--- src/mtc_pkg.sv ---
// package: register map, field positions, modes and timing constants of the timer block
package mtc_pkg;
   // data and counter widths
   localparam int unsigned CNT_W   = 16;
   localparam int unsigned DATA_W  = 32;
   localparam int unsigned ADDR_W  = 8;
   localparam int unsigned PRE_W   = 8;

   // register byte addresses, one aligned word each
   localparam logic [7:0] CTRL_ADDR   = 8'h00;
   localparam logic [7:0] PRESC_ADDR  = 8'h04;
   localparam logic [7:0] RELOAD_ADDR = 8'h08;
   localparam logic [7:0] OCNT_ADDR   = 8'h0c;
   localparam logic [7:0] CORR_ADDR   = 8'h10;
   localparam logic [7:0] MCNT_ADDR   = 8'h14;
   localparam logic [7:0] MCAP_ADDR   = 8'h18;
   localparam logic [7:0] STAT_ADDR   = 8'h1c;
   localparam logic [7:0] IEN_ADDR    = 8'h20;
   localparam logic [7:0] ICLR_ADDR   = 8'h24;

   // control register fields
   localparam int unsigned OMODE_LSB  = 0;
   localparam int unsigned RUN_BIT    = 2;
   localparam int unsigned MMODE_LSB  = 4;
   localparam int unsigned CBUS_BIT   = 6;

   // status / enable / clear bit positions
   localparam int unsigned ST_W       = 2;
   localparam int unsigned ST_UF      = 0;
   localparam int unsigned ST_CAP     = 1;

   // prescaler divisor that gives half the peripheral clock
   localparam logic [PRE_W-1:0] PRE_HALF = 8'h01;

   // reset value, reload all-ones pattern and one-count step
   localparam logic [CNT_W-1:0] CNT_RST  = 16'h0000;
   localparam logic [CNT_W-1:0] CNT_ONES = 16'hffff;
   localparam logic [CNT_W-1:0] CNT_ONE  = 16'h0001;

   // output timer modes
   typedef enum logic [1:0] {
      OM_SINGLE  = 2'h0,
      OM_DELAYED = 2'h1,
      OM_CONT    = 2'h2
   } mtc_omode_t;

   // measure timer modes
   typedef enum logic [1:0] {
      MM_FREE  = 2'h0,
      MM_CLEAR = 2'h1,
      MM_LONG  = 2'h2
   } mtc_mmode_t;
endpackage

--- src/mtc_tick_if.sv ---
// interface: prescaler divisor in, count-clock enable pulse out
`timescale 1ns/1ps
interface mtc_tick_if;
   logic [mtc_pkg::PRE_W-1:0] div;   // divide-by (div+1)
   logic                      tick;  // one-cycle count enable
   modport src (input div, output tick);
   modport snk (output div, input tick);
endinterface

--- src/mtc_presc.sv ---
// module: prescaler making the count-clock enable pulse
`timescale 1ns/1ps
module mtc_presc
(
   // clock and reset
   input  wire logic clock_i,
   input  wire logic rst_i,
   // divisor in, tick out
   mtc_tick_if.src   tk
);
   logic [mtc_pkg::PRE_W-1:0] cnt_r;   // cycles since last tick
   logic                      tick_r;  // registered tick

   ////////////////////////////////////////////////////////////////
   // divider; a divisor change acts on the running count at once
   always_ff @(posedge clock_i)
   begin
      if (rst_i)
      begin
         cnt_r  <= '0;
         tick_r <= 1'b0;
      end
      else if (cnt_r >= tk.div)
      begin
         cnt_r  <= '0;
         tick_r <= 1'b1;
      end
      else
      begin
         cnt_r  <= cnt_r + 8'h01;
         tick_r <= 1'b0;
      end
   end

   assign tk.tick = tick_r;
endmodule

--- src/mtc_timer.sv ---
// module: output down-timer and measure up-timer with same-cycle collision handling
//
// What this block does
// - underflow stop beats external enable
// - software enable write beats underflow stop
// - software disable write beats external enable
// - correction overflow raises no interrupt
// - later underflow after correction still flags
// - counter reads all ones after reload
// - next edge counter becomes reload minus one
// - output flop starts one prescaler tick later
// - free/clear collision: write into both
// - long collision: capture pre-write count
// - off-rate clock bus capture leads one
`timescale 1ns/1ps
module mtc_timer
(
   // clock and reset
   input  wire logic                        clock_i,
   input  wire logic                        rst_i,
   // register port
   input  wire logic [mtc_pkg::ADDR_W-1:0]  addr_i,
   input  wire logic [mtc_pkg::DATA_W-1:0]  wdata_i,
   input  wire logic                        wr_i,
   input  wire logic                        rd_i,
   output logic      [mtc_pkg::DATA_W-1:0]  rdata_o,
   // pins
   input  wire logic                        ext_enable_i,
   input  wire logic                        meas_event_i,
   output logic                             timer_out_o,
   // interrupt
   output logic                             irq_o
);
   ////////////////////////////////////////////////////////////////
   // declarations
   mtc_tick_if tk ();                               // prescaler link

   logic [1:0]                      omode_r;        // output mode
   logic [1:0]                      mmode_r;        // measure mode
   logic                            cbus_r;         // clock bus one selected
   logic                            run_r;          // output timer enable
   logic                            run_nxt;
   logic                            first_r;        // waiting for first tick
   logic                            ff_act_r;       // output flop running
   logic                            ff_r;           // output flop
   logic                            rl_pend_r;      // ones shown, reload-1 due
   logic [mtc_pkg::PRE_W-1:0]       div_r;          // prescaler divisor
   logic [mtc_pkg::CNT_W-1:0]       reload_r;       // reload value
   logic [mtc_pkg::CNT_W-1:0]       ocnt_r;         // down counter
   logic [mtc_pkg::CNT_W-1:0]       mcnt_r;         // up counter
   logic [mtc_pkg::CNT_W-1:0]       mcap_r;         // measure register
   logic [mtc_pkg::ST_W-1:0]        stat_r;         // sticky events
   logic [mtc_pkg::ST_W-1:0]        ien_r;          // interrupt enables
   logic [mtc_pkg::DATA_W-1:0]      rdata_r;        // read data
   logic [2:0]                      ext_s_r;        // ext sync + edge stage
   logic [2:0]                      mev_s_r;        // event sync + edge stage
   logic                            ext_start;      // external enable edge
   logic                            mev;            // measure event edge
   logic                            uf;             // underflow this cycle
   logic                            uf_stop;        // underflow ends a shot
   logic                            ctrl_wr;        // control write strobe
   logic                            skew;           // capture leads by one
   logic [mtc_pkg::CNT_W-1:0]       cap_val;        // value to capture
   logic [mtc_pkg::ST_W-1:0]        ev_set;         // event pulses

   // true when the address hits a given register
   function automatic logic hit(input logic [7:0] a, input logic [7:0] r);
      return a == r;
   endfunction

   ////////////////////////////////////////////////////////////////
   // prescaler
   assign tk.div = div_r;
   mtc_presc u_presc
   (
      .clock_i (clock_i),
      .rst_i   (rst_i),
      .tk      (tk)
   );

   ////////////////////////////////////////////////////////////////
   // pin synchronisers; stage 0 feeds only stage 1
   always_ff @(posedge clock_i)
   begin
      if (rst_i)
      begin
         ext_s_r <= 3'h0;
         mev_s_r <= 3'h0;
      end
      else
      begin
         ext_s_r <= {ext_s_r[1:0], ext_enable_i};
         mev_s_r <= {mev_s_r[1:0], meas_event_i};
      end
   end

   // rising edges, taken after the second flop
   assign ext_start = ext_s_r[1] & ~ext_s_r[2];
   assign mev       = mev_s_r[1] & ~mev_s_r[2];

   ////////////////////////////////////////////////////////////////
   // decode of the output timer events
   assign ctrl_wr = wr_i & hit(addr_i, mtc_pkg::CTRL_ADDR);
   assign uf      = tk.tick & run_r & ~first_r & ~rl_pend_r
                  & (ocnt_r == mtc_pkg::CNT_RST);
   assign uf_stop = uf & (omode_r != mtc_pkg::OM_CONT);

   ////////////////////////////////////////////////////////////////
   // enable priority: later assignment wins
   always_comb
   begin
      run_nxt = run_r;
      if (ext_start)
         run_nxt = 1'b1;
      if (uf_stop)
         run_nxt = 1'b0;
      if (ctrl_wr)
         run_nxt = wdata_i[mtc_pkg::RUN_BIT];
   end

   ////////////////////////////////////////////////////////////////
   // control and configuration registers
   always_ff @(posedge clock_i)
   begin
      if (rst_i)
      begin
         omode_r  <= mtc_pkg::OM_SINGLE;
         mmode_r  <= mtc_pkg::MM_FREE;
         cbus_r   <= 1'b0;
         run_r    <= 1'b0;
         div_r    <= '0;
         reload_r <= mtc_pkg::CNT_RST;
         ien_r    <= '0;
      end
      else
      begin
         run_r <= run_nxt;
         if (ctrl_wr)
         begin
            omode_r <= wdata_i[mtc_pkg::OMODE_LSB +: 2];
            mmode_r <= wdata_i[mtc_pkg::MMODE_LSB +: 2];
            cbus_r  <= wdata_i[mtc_pkg::CBUS_BIT];
         end
         if (wr_i && hit(addr_i, mtc_pkg::PRESC_ADDR))
            div_r <= wdata_i[mtc_pkg::PRE_W-1:0];
         if (wr_i && hit(addr_i, mtc_pkg::RELOAD_ADDR))
            reload_r <= wdata_i[mtc_pkg::CNT_W-1:0];
         if (wr_i && hit(addr_i, mtc_pkg::IEN_ADDR))
            ien_r <= wdata_i[mtc_pkg::ST_W-1:0];
      end
   end

   ////////////////////////////////////////////////////////////////
   // winning write re-arms; logic waits for the first tick
   always_ff @(posedge clock_i)
   begin
      if (rst_i)
         first_r <= 1'b0;
      else if (run_nxt && (!run_r || uf_stop))
         first_r <= 1'b1;
      else if (tk.tick)
         first_r <= 1'b0;
   end

   ////////////////////////////////////////////////////////////////
   // down counter; writes beat counting
   always_ff @(posedge clock_i)
   begin
      if (rst_i)
      begin
         ocnt_r    <= mtc_pkg::CNT_RST;
         rl_pend_r <= 1'b0;
      end
      else
      begin
         rl_pend_r <= 1'b0;
         if (wr_i && hit(addr_i, mtc_pkg::OCNT_ADDR))
            ocnt_r <= wdata_i[mtc_pkg::CNT_W-1:0];
         // correction wraps silently; nothing flags it
         else if (wr_i && hit(addr_i, mtc_pkg::CORR_ADDR))
            ocnt_r <= ocnt_r + wdata_i[mtc_pkg::CNT_W-1:0];
         // transient ones become reload minus one
         else if (rl_pend_r)
            ocnt_r <= reload_r - mtc_pkg::CNT_ONE;
         else if (run_r && tk.tick && first_r)
            ocnt_r <= reload_r;
         // reload shows all ones for one cycle
         else if (uf && omode_r != mtc_pkg::OM_SINGLE)
         begin
            ocnt_r    <= mtc_pkg::CNT_ONES;
            rl_pend_r <= 1'b1;
         end
         else if (run_r && tk.tick && !uf)
            ocnt_r <= ocnt_r - mtc_pkg::CNT_ONE;
      end
   end

   ////////////////////////////////////////////////////////////////
   // output flop; idle until the first tick after enable
   always_ff @(posedge clock_i)
   begin
      if (rst_i)
      begin
         ff_act_r <= 1'b0;
         ff_r     <= 1'b0;
      end
      else if (!run_r)
         ff_act_r <= 1'b0;
      else if (first_r && tk.tick)
      begin
         ff_act_r <= 1'b1;
         if (omode_r != mtc_pkg::OM_DELAYED)
            ff_r <= ~ff_r;
      end
      else if (uf && ff_act_r)
         ff_r <= ~ff_r;
   end

   assign timer_out_o = ff_r;

   ////////////////////////////////////////////////////////////////
   // measure capture value; off-rate clock bus leads by one count
   // capture skew
   assign skew    = cbus_r & (div_r != mtc_pkg::PRE_HALF);
   assign cap_val = skew ? mcnt_r + mtc_pkg::CNT_ONE : mcnt_r;

   ////////////////////////////////////////////////////////////////
   // up counter and measure register
   always_ff @(posedge clock_i)
   begin
      if (rst_i)
      begin
         mcnt_r <= mtc_pkg::CNT_RST;
         mcap_r <= mtc_pkg::CNT_RST;
      end
      else
      begin
         if (wr_i && hit(addr_i, mtc_pkg::MCNT_ADDR))
         begin
            mcnt_r <= wdata_i[mtc_pkg::CNT_W-1:0];
            if (mev && mmode_r != mtc_pkg::MM_LONG)
               mcap_r <= wdata_i[mtc_pkg::CNT_W-1:0];
            else if (mev)
               mcap_r <= cap_val;
         end
         else
         begin
            if (mev)
               mcap_r <= cap_val;
            if (mev && mmode_r == mtc_pkg::MM_CLEAR)
               mcnt_r <= mtc_pkg::CNT_RST;
            else if (tk.tick)
               mcnt_r <= mcnt_r + mtc_pkg::CNT_ONE;
         end
      end
   end

   ////////////////////////////////////////////////////////////////
   // sticky status, set beats clear
   assign ev_set = {mev, uf};
   always_ff @(posedge clock_i)
   begin
      if (rst_i)
         stat_r <= '0;
      else if (wr_i && hit(addr_i, mtc_pkg::ICLR_ADDR))
         stat_r <= (stat_r & ~wdata_i[mtc_pkg::ST_W-1:0]) | ev_set;
      else
         stat_r <= stat_r | ev_set;
   end

   // level interrupt, no register stage needed
   assign irq_o = |(stat_r & ien_r);

   ////////////////////////////////////////////////////////////////
   // read port; unmapped and write-only addresses read zero
   always_ff @(posedge clock_i)
   begin
      if (rst_i)
         rdata_r <= '0;
      else if (rd_i)
      begin
         unique case (addr_i)
            mtc_pkg::CTRL_ADDR:
               rdata_r <= {25'h0, cbus_r, mmode_r, 1'b0, run_r, omode_r};
            mtc_pkg::PRESC_ADDR:  rdata_r <= {24'h0, div_r};
            mtc_pkg::RELOAD_ADDR: rdata_r <= {16'h0, reload_r};
            mtc_pkg::OCNT_ADDR:   rdata_r <= {16'h0, ocnt_r};
            mtc_pkg::MCNT_ADDR:   rdata_r <= {16'h0, mcnt_r};
            mtc_pkg::MCAP_ADDR:   rdata_r <= {16'h0, mcap_r};
            mtc_pkg::STAT_ADDR:   rdata_r <= {30'h0, stat_r};
            mtc_pkg::IEN_ADDR:    rdata_r <= {30'h0, ien_r};
            default:              rdata_r <= '0;
         endcase
      end
   end
   assign rdata_o = rdata_r;
endmodule

--- config.mk ---
export PLATFORM = sky130hd
export DESIGN_NAME = mtc_timer
export DESIGN_NICKNAME = d
export VERILOG_FILES = /design/src/mtc_pkg.sv /design/src/mtc_tick_if.sv /design/src/mtc_presc.sv /design/src/mtc_timer.sv
export SDC_FILE = /design/constraint.sdc
export NUM_CORES = 1
export LEC_CHECK = 0
export BUFFER_PORTS_ARGS = -buffer_cell sky130_fd_sc_hd__buf_2
export CAP_MARGIN = 20
export CORE_UTILIZATION = 51
export CTS_CLUSTER_SIZE = 24
export DETAILED_ROUTE_END_ITERATION = 8
export PLACE_DENSITY_LB_ADDON = 0.05
export RECOVER_POWER = 25
export REMOVE_ABC_BUFFERS = 1
export SETUP_SLACK_MARGIN = 0.2
export SYNTH_ARGS = -nofsm -noshare
export SYNTH_HDL_FRONTEND = slang
export SYNTH_SLANG_ARGS = --single-unit
--- constraint.sdc ---
create_clock -name clock_i -period 2.95 [get_ports clock_i]
set_input_delay 0.59 -clock clock_i [delete_from_list [all_inputs] [get_ports clock_i]]
set_output_delay 0.59 -clock clock_i [all_outputs]
set_load 0.005 [all_outputs]
Yosys cells after proc, flatten, opt, wreduce, memory -nomap -nowiden

Cells that the tools add are included.

Input bits: 46
Output and inout port bits: 34
Word-level logic and storage cells: 117
Flip-flop bits (word level): 133

Equal/unequal tests: 15
Order comparisons: 1
$add $sub $neg: 5
Muxes and demuxes: 25
Bitwise operators: 20
Reduce and logical (&&, ||, !) cells: 31

Operators by type and width:

| cell                  | count |
|---|---|
| $mux 16               | 13 |
| $pmux 16 s8           | 1 |
| $eq 8x5->1 const B    | 4 |
| $sub 16x1->16 const B | 2 |
| $add 16x1->16 const B | 1 |
| $add 16x16->16        | 1 |
| $eq 8x4->1 const B    | 2 |
| $eq 8x6->1 const B    | 2 |
| $logic_and 1x1->1     | 16 |
| $logic_not 16->1      | 1 |
| $mux 1                | 10 |
| $and 1x1->1           | 9 |
| $add 8x1->8 const B   | 1 |
| $eq 8x3->1 const B    | 1 |
| $ge 8x8->1            | 1 |
| $logic_not 8->1       | 1 |
| $ne 8x1->1 const B    | 1 |
| $not 1->1             | 6 |
| $reduce_bool 2->1     | 3 |
| $reduce_bool 6->1     | 1 |
| $reduce_or 2->1       | 3 |
| $reduce_or 5->1       | 1 |
| $and 2x2->2           | 2 |
| $ne 2x1->1 const B    | 2 |
| 9 further kinds       | 12 |

Depth between registers and ports, before layout

Word-level depth: 12
Mapped depth: 10
Mapped depth without buffers: 10

Modules after synthesis

From an unflattened synthesis, not the netlist that was laid out.

Cells, all modules: 1034
Area total of the unflattened synthesis: 7960.1 um2

Modules (own cells, without submodules):

| module    | sequential area each (um2) | cells each | area an instance (um2) | times used |
|---|---|---|---|---|
| mtc_timer | 2162.1                     | 975        | 7369.6                 | 1 |
| mtc_presc | 180.2                      | 59         | 590.6                  | 1 |

Worst setup path before layout

No wires, ideal clock.

Path kind: input port to flip-flop
From: in addr_i[5] (netlist name)
To: reg mcap_r[1] (netlist name)
Setup time: 128 ps
Path slack: 529 ps
Arrival time: 2294 ps
Stages: 7
Cells stage by stage: or4b_2 nor2_1 o2111a_1 buf_2 a211oi_1 a21oi_1 nor2_1

Cells in the longest elaborated chain, start to end: 3

Ends and longest elaborated chain:

| what                   | RTL line         | RTL |
|---|---|---|
| start: declaration     | mtc_timer.sv:22  | `input wire logic [mtc_pkg::ADDR_W-1:0] addr_i,` |
| $eq 8x5->1             | mtc_timer.sv:68  | `return a == r;` |
| $logic_and 1x1->1      | mtc_timer.sv:238 | `if (wr_i && hit(addr_i, mtc_pkg::MCNT_ADDR))` |
| $mux 16                | mtc_timer.sv:238 |  |
| end signal: assignment | mtc_timer.sv:242 | `mcap_r <= wdata_i[mtc_pkg::CNT_W-1:0];` |
| end signal: assignment | mtc_timer.sv:244 | `mcap_r <= cap_val;` |
| end signal: assignment | mtc_timer.sv:249 | `mcap_r <= cap_val;` |
| end: declaration       | mtc_timer.sv:51  | `logic [mtc_pkg::CNT_W-1:0] mcap_r;` |

Every way passes these cells.
A chain may end at the register's enable or synchronous reset.

Worst setup path after layout

From: reg ocnt_r[0] (netlist name)
To: reg ocnt_r[7] (netlist name)

Cells in the longest elaborated chain, start to end: 8

Ends and longest elaborated chain:

| what                                                                  | RTL line         | RTL |
|---|---|---|
| start: declaration                                                    | mtc_timer.sv:49  | `logic [mtc_pkg::CNT_W-1:0] ocnt_r;` |
| start signal: assignment                                              | mtc_timer.sv:171 | `ocnt_r <= mtc_pkg::CNT_RST;` |
| start signal: assignment                                              | mtc_timer.sv:178 | `ocnt_r <= wdata_i[mtc_pkg::CNT_W-1:0];` |
| start signal: assignment                                              | mtc_timer.sv:181 | `ocnt_r <= ocnt_r + wdata_i[mtc_pkg::CNT_W-1:0];` |
| parallel branches: the longest is 8 deep, another holds $sub 16x1->16 | --               |  |

Several ways; the timed one is not identified. The select of a mux whose other input is x is not followed.

==> run metrics <==
status finished, violations left; failing checks DRC; Post-synth EDFFs 0; placed insts 1,231; Max transition margin 0.0768; RSZ-0062 raised after global routing false; Post-synth top flop dfxtp_1; Synth top area share 0.302; Seq cells post-synth 117; FP Rows 44; Setup CP Type reg -> reg; f_max 381 MHz; Hold-fix buffers, CTS 0; clk slew on worst S/H paths 0.06 ns; Cells after Synth 1,017; die area 15,700 sq um; Worst Hold Depth 2; Die X 125 um; share of cells above drive strength 1 0.139; CP required 3.26 ns; Buffers on Ports 47; worst r2r dst ocnt_r[7]; initial core utilization 0.527; mapped cell area 7750 sq um; Period Utilization, post-route 0.890; post-layout minimum cycle time 2.63 ns; Area growth syn-to-layout 14.9%; placed cell areas 8280 sq um; WP data arrival 2.94 ns; Layout Nets 1,141; Hold Path Class in -> reg; vias 7,844; measured slew at the worst slew-check pin 1.38 ns; root buf cell clkbuf_16; dpl ws 0.0275 ns; WL/cell 19.1 um; first-pass GRT wire length 39,300 um; fin. max-slew vios 0; skew final 0.0108 ns; Design Power 0.00442 W; Num CTS Buffers 17; GPL Wtd Cong 0.900; Post-Syn Area per Cell 7.62 sq um; Overflow after GRT 0; worst reg2reg startpoint ocnt_r[0]; number of remaining DRC errors 8; gr usage total 0.316; CP max stage delay 0.48 ns; CORE AREA 14,700 sq um; Post-synth ARST share 0; Yosys cell types 79; 1st-iter DRT viols 667; maximum vdd drop 0.395 mV; vias in the first global route 7,171; R2R setup slack 0.32 ns; CP Buf/Inv Count 1; Pwr per Cell Area 496 nW/um^2; TritonCTS Sinks 117; sequential area share after synthesis 0.302; Synth Warn # 0; Finished Layout Cells 1,263; initial antenna violation count 0; CP Cell Sequence inv_1, ha_1, or4b_1, nor4_4, a31oi_1, nand2b_1, o221ai_1, a21oi_1; Critical Path Slowest Stage Cell or4b_1; Worst Hold Path EP mev_s_r[0]; # setup viols final 0; crit end category flop; HPWL after DPL 17,200 um; MaxCap Viol Count 0; Hold Vio Cnt, Final 0; Detail Route Antenna Nets 0; CTS tree built; Leak 3.56 nW; Synth area leader dfxtp_1; deepest clock path buffer count 2; vias per cell 6.21; pin count of the biggest net entering global routing 50; Die Y 125 um; final setup margin 0.324 ns; CP Max Fanout 10; Worst-Skew Late Latency 0.43 ns; # diodes 0; Fin Hold WS 0.369 ns; commonest cells after routing, fill and taps aside nor2_1 (156), dfxtp_1 (116), a21oi_1 (99); Hold Path Origin meas_event_i; Final Cell Area 8900 sq um; family with the most delay on the worst path simple AND/OR/NAND/NOR gates; Post-Route WL 24,200 um; Worst setup SP type flop; worst r2r path cells 8; most common cell after layout, fill and taps aside nor2_1; synth top area cells dfxtp_1 (30%), nor2_1 (7.6%), a21oi_1 (6.5%); H-tree level count 4; IO Count 80; DRT Pass-1 Iters 8
-- sequential cells by signal, indices dropped and copies added (netlist names), 3 cells and up --
name and cells:
mev_s_r 3, ext_s_r 3, ocnt_r 16, reload_r 16
mcap_r 16, mcnt_r 16, u_presc.cnt_r 8, div_r 8
rdata_o 16
-- through the flow --
stage	TNS, ns	util
global route	0	0.606
CTS	0	0.606
floorplan	-1.94	-
detailed placement	0	0.563
finish	0	0.606
global placement	0	0.563
-- synth_stat cells (13+ instances only) --
| master | n |
|---|---|
| nand3_1 | 36 |
| a21oi_1 | 100 |
| nor2_1 | 156 |
| xnor2_1 | 24 |
| nand2_1 | 66 |
| a211oi_1 | 30 |
| buf_4 | 16 |
| dfxtp_1 | 117 |
| clkbuf_1 | 50 |
| buf_2 | 14 |
| xor2_1 | 19 |
| inv_1 | 22 |
| a31oi_1 | 21 |
| nor3_1 | 32 |
| o21ai_0 | 22 |
| a22oi_1 | 36 |
| nand4_1 | 13 |
| nor2b_1 | 29 |
| mux2i_1 | 25 |
| ha_1 | 28 |
-- timing repair --
item	in CTS	in global routing
setup buffers	0	0
setup endpoints to repair	0	9
gates resized for setup	0	5
-- worst max path at each step --
stage	from	endpoint	slack, ns	cells after the start
3_5_place_dp	wdata_i[0]	ocnt_r[12]	0.03	12
2_1_floorplan	addr_i[5]	mcap_r[0]	-0.13	6
6_report	ocnt_r[0]	ocnt_r[7]	0.32	8
3_3_place_gp	wdata_i[0]	ocnt_r[12]	0.09	12
4_1_cts	ocnt_r[0]	ocnt_r[12]	0.20	11
5_1_grt	ocnt_r[0]	ocnt_r[14]	0.20	9
-- power breakdown --
group | internal [W] | switching (W)
logic | 0.000236 | 0.000329
registers | 0.00161 | 0.0000390
clock network | 0.00142 | 0.000783
total | 0.00327 | 0.00115
-- cells by family after synthesis --
kind of cell,share of synthesized area
AOI/OAI and AO/OA,0.243
xor gates and xnor gates,0.0486
adders and majority gates,0.0478
buffers and inverters,0.0623
DFF,0.302
muxes,0.0366
other,0.000484
and+or+nand+nor,0.259
-- layer usage --
metal | part of all wire | track usage
met1 | 0.44 | 0.425
met2 | 0.46 | 0.511
met3 | 0.068 | 0.0565
met4 | 0.029 | 0.105
met5 | 0 | 0
-- layout make-up --
class	count	area, sq um
Fill cell	1404	5800
Clock buffer	21	480
Clock inverter	11	149
Inverter	22	82.6
Timing Repair Buffer	101	622
Tap cell	184	230
Sequential cell	117	2340
Multi-Input combinational cell	807	4990
Power figures use the tool's default switching activity.
